<file path="src/verilog/cantx_pkg.sv">
// Package for the CAN transceiver mode and dominant-timeout control.
// Assumes a single 20 MHz clock and a synchronous active-high reset.
package cantx_pkg;

    // ------------------------------------------------------------------
    // Clock and timing
    // ------------------------------------------------------------------
    localparam int unsigned CLK_HZ          = 20_000_000;
    // Legal dominant run: eleven bits at the slowest legal rate
    localparam int unsigned MAX_DOM_BITS    = 11;
    localparam int unsigned MIN_BIT_RATE    = 60_000;
    localparam int unsigned MAX_BIT_RATE    = 1_000_000;
    // Timeout in microseconds, kept above 11 bits at 60 kbit/s (183.3 us)
    localparam int unsigned DOM_TIMEOUT_US  = 300;
    localparam int unsigned DOM_TIMEOUT_CYC = (CLK_HZ / 1_000_000) * DOM_TIMEOUT_US;
    localparam int unsigned TO_CNT_W        = 16;

    // ------------------------------------------------------------------
    // Levels
    // ------------------------------------------------------------------
    localparam logic DOMINANT  = 1'b0;
    localparam logic RECESSIVE = 1'b1;

    // Synchronised pin view
    typedef struct packed {
        logic txd;
        logic silent;
        logic bus;
    } cantx_pins_t;

    // Idle levels: recessive data and bus, normal mode
    localparam cantx_pins_t PIN_IDLE = '{txd: RECESSIVE, silent: 1'b0, bus: RECESSIVE};

endpackage : cantx_pkg

</file>
<file path="src/verilog/cantx_sync3.sv">
// Three-flop synchroniser for the pin inputs with agreement filter.
// Assumes the pins are asynchronous to clk; reset value chosen per bit.
`timescale 1ns/1ps
module cantx_sync3 import cantx_pkg::*; #(
    parameter int          W        = 3,
    parameter logic [W-1:0] RST_VAL = '0
) (
    // Clock and reset
    input  wire logic         clk,
    input  wire logic         rst,
    // Pins and filtered result
    input  wire logic [W-1:0] din,
    output logic      [W-1:0] dout
);
    typedef struct packed {
        logic [W-1:0] s1;
        logic [W-1:0] s2;
        logic [W-1:0] s3;
        logic [W-1:0] q;
    } cantx_sync_st_t;

    cantx_sync_st_t st;
    cantx_sync_st_t next_st;

    always_comb begin
        next_st    = st;
        next_st.s1 = din;
        next_st.s2 = st.s1;
        next_st.s3 = st.s2;
        // Change taken only once stages two and three agree
        for (int i = 0; i < W; i++) begin
            if (st.s2[i] == st.s3[i]) begin
                next_st.q[i] = st.s3[i];
            end
        end
    end

    always_ff @(posedge clk) begin
        if (rst) begin
            st <= '{s1: RST_VAL, s2: RST_VAL, s3: RST_VAL, q: RST_VAL};
        end else begin
            st <= next_st;
        end
    end

    assign dout = st.q;

endmodule : cantx_sync3

</file>
<file path="src/verilog/cantx_ctrl.sv">
// Mode control and dominant-timeout guard of a high-speed CAN transceiver.
// Assumes pins arrive asynchronously; pad pulls are resolved here from the open-pin indicators.
//
// Operation
// - A low mode-select level gives normal operation, driving the bus from transmit data.
// - An unconnected mode-select input is pulled low so normal operation is the default.
// - A high mode-select level selects silent operation.
// - While silent the driver stays off whatever transmit data shows.
// - Silent operation behaves as a non-transmitting node with the driver recessive.
// - While silent the receive output still follows the bus.
// - Transmit data dominant longer than the timeout disables the driver.
// - After a timeout the driver stays off until transmit data returns recessive.
// - An open transmit data input is pulled high, keeping the driver passive.
// - Low transmit data drives dominant, high leaves recessive, dominant wins on the bus.
// - The receiver always runs and presents the bus level, even while transmitting.
`timescale 1ns/1ps
module cantx_ctrl import cantx_pkg::*; #(
    parameter int unsigned TIMEOUT_CYC = DOM_TIMEOUT_CYC
) (
    // Clock and reset
    input  wire logic clk,
    input  wire logic rst,
    // Controller side
    input  wire logic txd,
    output logic      rxd,
    // Mode pin, high selects silent
    input  wire logic silent_sel,
    // Pad pull indicators: high while pin floats
    input  wire logic txd_open,
    input  wire logic silent_sel_open,
    // Bus side: wired-AND level and driver enable
    input  wire logic bus_level,
    output logic      drv_en,
    // Status
    output logic      timeout_flag,
    output logic      silent_active
);
    // ------------------------------------------------------------------
    // Pad pulls and synchronisers
    // ------------------------------------------------------------------
    cantx_pins_t pin_raw;
    cantx_pins_t pin;

    always_comb begin
        pin_raw.txd    = txd_open ? RECESSIVE : txd;
        pin_raw.silent = silent_sel_open ? 1'b0 : silent_sel;
        pin_raw.bus    = bus_level;
    end

    // Idle pin levels at reset, so no false edge follows release
    cantx_sync3 #(
        .W       (3),
        .RST_VAL (PIN_IDLE)
    ) u_sync (
        .clk  (clk),
        .rst  (rst),
        .din  (pin_raw),
        .dout (pin)
    );

    // ------------------------------------------------------------------
    // State
    // ------------------------------------------------------------------
    typedef struct packed {
        logic [TO_CNT_W-1:0] cnt;
        logic                tout;
        logic                drv;
        logic                rx;
        logic                sil;
    } cantx_st_t;

    cantx_st_t st;
    cantx_st_t next_st;

    // Must exceed eleven bits at the slowest legal rate, or legal frames trip it
    localparam logic [TO_CNT_W-1:0] TERM = TO_CNT_W'(TIMEOUT_CYC);

    always_comb begin
        next_st = st;
        // Counter restarts on every recessive sample
        // Runs in silent mode too, so a stuck controller is still flagged
        if (pin.txd == RECESSIVE) begin
            next_st.cnt  = '0;
            next_st.tout = 1'b0;
        end else if (st.cnt != TERM) begin
            next_st.cnt = st.cnt + TO_CNT_W'(1);
        end else begin
            next_st.tout = 1'b1;
        end
        // Latch clears only on recessive, so only a fresh low drives again
        // Mode mirrored for status
        next_st.sil = pin.silent;
        next_st.drv = !pin.silent && !next_st.tout
                      && (pin.txd == DOMINANT);
        // Receiver independent of mode and driver
        next_st.rx  = pin.bus;
    end

    always_ff @(posedge clk) begin
        if (rst) begin
            st <= '{cnt: '0, tout: 1'b0, drv: 1'b0, rx: RECESSIVE, sil: 1'b0};
        end else begin
            st <= next_st;
        end
    end

    assign drv_en        = st.drv;
    assign rxd           = st.rx;
    assign timeout_flag  = st.tout;
    assign silent_active = st.sil;

    // ------------------------------------------------------------------
    // Checks
    // ------------------------------------------------------------------
    AST_SILENT_NO_DRIVE: assert property (@(posedge clk) disable iff (rst)
        pin.silent |=> !drv_en) else $error("driver on while silent");

    AST_NORMAL_DRIVES: assert property (@(posedge clk) disable iff (rst)
        !pin.silent && pin.txd == DOMINANT && !next_st.tout |=> drv_en)
        else $error("normal mode did not drive dominant");

    AST_RECESSIVE_OFF: assert property (@(posedge clk) disable iff (rst)
        pin.txd == RECESSIVE |=> !drv_en) else $error("driver on for recessive data");

    AST_RX_FOLLOWS: assert property (@(posedge clk) disable iff (rst)
        1'b1 |=> rxd == $past(pin.bus)) else $error("receive output lost the bus");

    AST_RX_SILENT: assert property (@(posedge clk) disable iff (rst)
        silent_active |-> rxd == $past(pin.bus)) else $error("no listening while silent");

    AST_TIMEOUT_TRIP: assert property (@(posedge clk) disable iff (rst)
        st.cnt == TERM && pin.txd == DOMINANT |=> timeout_flag && !drv_en)
        else $error("timeout did not disable driver");

    AST_TIMEOUT_HOLD: assert property (@(posedge clk) disable iff (rst)
        timeout_flag && pin.txd == DOMINANT |=> timeout_flag && !drv_en)
        else $error("driver returned before release");

    AST_CNT_CLEAR: assert property (@(posedge clk) disable iff (rst)
        pin.txd == RECESSIVE |=> st.cnt == '0 && !timeout_flag)
        else $error("counter not cleared on recessive");

    AST_SHORT_RUN: assert property (@(posedge clk) disable iff (rst)
        drv_en |-> !$past(pin.silent) && !timeout_flag && $past(pin.txd) == DOMINANT)
        else $error("enable not gated by mode, latch and data");

    AST_MODE_MIRROR: assert property (@(posedge clk) disable iff (rst)
        pin.silent ##1 pin.silent |-> silent_active) else $error("silent not reported");

    // ------------------------------------------------------------------
    // Pin to output checks, two agreeing samples then four edges, except the same-cycle silent passive check
    // ------------------------------------------------------------------
    AST_PULL_DOWN_DEFAULT: assert property (@(posedge clk) disable iff (rst)
        silent_sel_open [*2] |-> ##4 !silent_active)
        else $error("open mode pin did not give normal mode");

    AST_NORMAL_PIN_MODE: assert property (@(posedge clk) disable iff (rst)
        (!silent_sel || silent_sel_open) [*2] |-> ##4 !silent_active)
        else $error("low mode pin did not give normal mode");

    AST_SILENT_PIN_MODE: assert property (@(posedge clk) disable iff (rst)
        (silent_sel && !silent_sel_open) [*2] |-> ##4 silent_active)
        else $error("high mode pin did not give silent mode");

    AST_SILENT_PIN_OFF: assert property (@(posedge clk) disable iff (rst)
        (silent_sel && !silent_sel_open) [*2] |-> ##4 !drv_en)
        else $error("driver on after high mode pin");

    AST_SILENT_PASSIVE: assert property (@(posedge clk) disable iff (rst)
        silent_active |-> !drv_en)
        else $error("silent node not passive");

    AST_PULL_UP_PASSIVE: assert property (@(posedge clk) disable iff (rst)
        txd_open [*2] |-> ##4 !drv_en)
        else $error("open data pin drove the bus");

    AST_DOM_PIN_DRIVES: assert property (@(posedge clk) disable iff (rst)
        (txd == DOMINANT && !txd_open && !silent_sel) [*2] |-> ##4 (drv_en || timeout_flag))
        else $error("low data pin did not drive dominant");

    AST_RX_PIN_LOW: assert property (@(posedge clk) disable iff (rst)
        !bus_level [*2] |-> ##4 !rxd)
        else $error("dominant bus not received");

    AST_RX_PIN_HIGH: assert property (@(posedge clk) disable iff (rst)
        bus_level [*2] |-> ##4 rxd)
        else $error("recessive bus not received");

    AST_RX_SILENT_PIN: assert property (@(posedge clk) disable iff (rst)
        (silent_sel && !silent_sel_open && !bus_level) [*2] |-> ##4 !rxd)
        else $error("silent node deaf to dominant bus");

    // ------------------------------------------------------------------
    // Timeout counter and latch checks
    // ------------------------------------------------------------------
    AST_CNT_BOUND: assert property (@(posedge clk) disable iff (rst)
        st.cnt <= TERM)
        else $error("timeout counter passed terminal count");

    AST_CNT_STEP: assert property (@(posedge clk) disable iff (rst)
        pin.txd == DOMINANT && st.cnt != TERM |=> st.cnt == $past(st.cnt) + TO_CNT_W'(1))
        else $error("timeout counter did not step");

    AST_CNT_HOLD_TERM: assert property (@(posedge clk) disable iff (rst)
        st.cnt == TERM && pin.txd == DOMINANT |=> st.cnt == TERM)
        else $error("timeout counter wrapped");

    AST_DRV_COUNTED: assert property (@(posedge clk) disable iff (rst)
        drv_en |-> st.cnt != '0 && !timeout_flag)
        else $error("drive not covered by the timeout counter");

    AST_TOUT_DRIVER_OFF: assert property (@(posedge clk) disable iff (rst)
        timeout_flag |-> !drv_en)
        else $error("driver on during timeout");

    AST_TOUT_SET_AT_TERM: assert property (@(posedge clk) disable iff (rst)
        $rose(timeout_flag) |-> $past(st.cnt) == TERM)
        else $error("timeout raised before terminal count");

    AST_TOUT_RELEASE: assert property (@(posedge clk) disable iff (rst)
        timeout_flag && pin.txd == RECESSIVE |=> !timeout_flag)
        else $error("timeout not released by recessive data");

    AST_FRESH_LOW: assert property (@(posedge clk) disable iff (rst)
        $fell(timeout_flag) |-> !drv_en)
        else $error("driver on at timeout release");

endmodule : cantx_ctrl

</file>
<file path="config.mk">
export PLATFORM = sky130hd
export DESIGN_NAME = cantx_ctrl
export DESIGN_NICKNAME = d
export VERILOG_FILES = /design/src/verilog/cantx_pkg.sv /design/src/verilog/cantx_sync3.sv /design/src/verilog/cantx_ctrl.sv
export SDC_FILE = /design/constraint.sdc
export NUM_CORES = 1
export LEC_CHECK = 0
export ABC_AREA = 0
export BUFFER_PORTS_ARGS = -buffer_cell sky130_fd_sc_hd__buf_2
export CAP_MARGIN = 40
export CORE_MARGIN = 2
export CORE_UTILIZATION = 54
export CTS_CLUSTER_SIZE = 24
export DETAILED_ROUTE_END_ITERATION = 6
export GPL_TIMING_DRIVEN = 0
export PLACE_DENSITY = 0.84
export SLEW_MARGIN = 20
export SYNTH_ARGS = -nofsm -noshare
export SYNTH_HDL_FRONTEND = slang
export SYNTH_SLANG_ARGS = --single-unit
</file>
<file path="constraint.sdc">
create_clock -name clk -period 2.35 [get_ports clk]
set_clock_uncertainty 0.1 [all_clocks]
set_input_delay 0.705 -clock clk [delete_from_list [all_inputs] [get_ports clk]]
set_output_delay 0.705 -clock clk [all_outputs]
set_load 0.03 [all_outputs]
</file>
==> results.py <==
metrics = {
    "run_status": {
        "status": "completed",
    },
    "setup_path": {
        "crit_arrival_ns": 2.17,
        "endpoint_kind": "register",
        "start_kind": "register",
        "crit_type": "reg -> reg",
        "crit_path_top_delay_cell": "or4bb_1",
        "crit_path_cell_trace": "inv_1 > ha_1 > or4bb_1 > nor4_4 > nor4_1 > a31o_2",
        "cp_slowest_stage_delay_ns": 0.53,
        "required_ns": 2.49,
        "cp_max_fo": 6,
    },
    "global_route": {
        "grt_pass1_wl_um": 3860,
        "grt_pass1_vias": 913,
        "grt_overflow": 0,
        "antenna_found_initial": 0,
        "grt_start_max_net_pins": 11,
        "grt_use_total_pct": 20.6,
    },
    "final_layout": {
        "multi_input_area_um2": 563,
        "register_area_um2": 641,
        "nets": 152,
        "area_growth_pct": 13.2,
        "drive_gt1_share_pct": 19.4,
        "nFillCells": 192,
        "n_antenna_cell": 0,
        "fin_area_um2": 1390,
    },
    "floorplanning": {
        "coreArea_um2": 2170,
        "io_pins": 11,
        "die-area_um2": 2670,
        "start_util_pct": 56.5,
        "rows": 17,
        "die-height_um": 51.7,
        "fp.dieW_um": 51.7,
    },
    "clocking": {
        "ctsResizeCount": 0,
        "postCtsSetupRepairBufs": 0,
        "clk_root_buffer_cell": "clkbuf_4",
        "cts_sinks": 32,
        "cts_tree": "yes",
        "clk_pin_slew_ns": 0.10,
        "cts_buffer_depth": 2,
        "worstSkewPairLatency_ns": 0.33,
        "cts_inserted_buffers": 5,
        "hold_buffers": 0,
        "cts_max_level": 2,
    },
    "timing": {
        "maxSlewViolCount": 0,
        "timing.fmax_mhz": 492,
        "worst_pin_slew_ns": 0.494,
        "hold_violations": 0,
        "whs_ns": 0.317,
        "max-slew-margin-rel_pct": 67.1,
        "rsz0062_at_grt": "no",
        "finalSetupViolations": 0,
        "tns_ns": 0,
        "fin_crit_ns": 2.03,
        "period_share_pct": 86.5,
    },
    "worst_hold_path": {
        "hold_class": "reg -> reg",
    },
    "drt": {
        "drt-vias-per-instance": 5.42,
        "dr.pass1.iters": 4,
        "route.detailed.drc": 0,
        "ant_nets": 0,
        "drtIter0Drc": 12,
        "routed_wl_um": 2280,
        "num_vias": 933,
        "routedWlPerCell_um": 13.2,
    },
    "synthesis": {
        "yosysMostFrequentCell": "dfxtp_1",
        "synth_area_leader_cell": "dfxtp_1",
        "yosysWarnings": 0,
        "synth_nets": 135,
        "netlist_top_cells_count": "dfxtp_1, nor2_1, nand2_1, nand3_1, or2_2",
        "ys_seq_area_share_pct": 52.2,
        "synth_area_um2": 1230,
        "synth_cell_types": 28,
        "synthCells": 126,
        "synth.top_cell.area_share_pct": 52.2,
        "synth-edff-count": 0,
        "synth-async-reset-ratio_pct": 0,
        "synthFlopType": "dfxtp_1",
        "ys_ff_latch": 32,
        "synth_area_leaders": "dfxtp_1, nor2_1, xnor2_1",
        "syn_avg_cell_area_um2": 9.73,
    },
    "place": {
        "placed_area_um2": 1310,
        "gp_congestion": 0.869,
        "port_buffers": 10,
        "place_hpwl_um": 1490,
    },
    "pwr": {
        "p_leak_nw": 0.475,
        "ir_worst_vdd_v": 0.000613,
        "cellPowerDensity_nw_per_um2": 701,
    },
    "flow_run": {
        "maxCapViolations": 0,
    },
}
## stage by stage
step	instances	utilization (%)	worst slack, ns	power (mW)
2_1_floorplan	126	-	0.486	0.567
3_5_place_dp	164	60.4	0.313	0.574
6_report	172	64.0	0.318	0.972
5_1_grt	172	64.0	0.256	1.01
3_3_place_gp	164	60.4	0.342	0.574
4_1_cts	172	64.0	0.332	0.982
## state kept, by name, summed over array words and instances (netlist names)
name            flops
st                 16
u_sync.next_st      6
u_sync.dout         3
u_sync.st           3
drv_en              1
rxd                 1
silent_active       1
timeout_flag        1
## logic make-up (layout without fill, tap and decap cells)
logic type	after synthesis	count (layout)	share of synthesized area (%)
and+or+nand+nor	63	63	29.7
DFF	32	32	52.2
xor gates and xnor gates	12	12	8.57
AOI/OAI and AO/OA	10	10	4.80
buffers and inverters	6	24	1.84
adders and majority gates	2	2	2.04
muxes	1	1	0.816
## final timing paths
path	startpoint	to	slack, ns	depth (start not counted)
setup / recovery	st[4]	st[6]	0.32	6
hold reg to reg	u_sync.next_st[8]	u_sync.next_st[5]	0.32	1
setup reg to reg	st[4]	st[6]	0.32	6
hold / removal	u_sync.next_st[8]	u_sync.next_st[5]	0.32	1
## power breakdown
| part | total (mW) | internal [mW] | switching [mW] |
|---|---|---|---|
| sequential | 0.549 | 0.547 | 0.00187 |
| combinational | 0.0128 | 0.00747 | 0.00528 |
| clock | 0.411 | 0.223 | 0.188 |
| total | 0.972 | 0.777 | 0.195 |
## worst max-delay path: cells and delay by family (launching register included)
kind	cells	cell delay, ns
AO/OA/AOI/OAI	1	0.22
buffers and inverters	1	0.09
AND/OR/NAND/NOR	3	1.02
adder cells (fa/ha/maj)	1	0.16
flip-flops	1	0.35
## cell usage in the layout (no fill, tap or decap)
master     count
nand3_1        7
nor4b_1        1
a21oi_1        4
clkbuf_4       5
buf_2         10
or4_4          1
o21bai_1       2
nor3b_1        1
clkinv_2       1
nand4b_1       1
nor3_1         2
or2_2          7
or3_1          3
bufinv_16      1
nor2_1        16
nand2_1        7
clkbuf_1       4
or4bb_1        1
o21ai_0        3
inv_1          3
xnor2_1        6
nor2_2         1
nor4_1         4
mux2i_1        1
a31o_2         1
dfxtp_1       32
xor2_1         6
nor4_4         1
and4_1         3
ha_1           2
nand4_1        4
nor2b_1        3
## layer usage
metal  up-vias  wire length, um  track usage (%)
li1        473                -                -
met1       436             1020             20.8
met2        20             1090             35.5
met3         4              109             8.62
met4         0               48             11.8
met5         -                0                0
## layout make-up
type                    count  share of cell area [%]
plain buffers               3                   0.812
clock buffers               6                    2.98
clock inverters             2                    2.52
inverters                   3                   0.812
multi-input cells          88                    40.6
flip-flops and latches     32                    46.2
well taps                  28                    2.52
repair buffers             10                    3.61
Power figures use the tool's default switching activity.
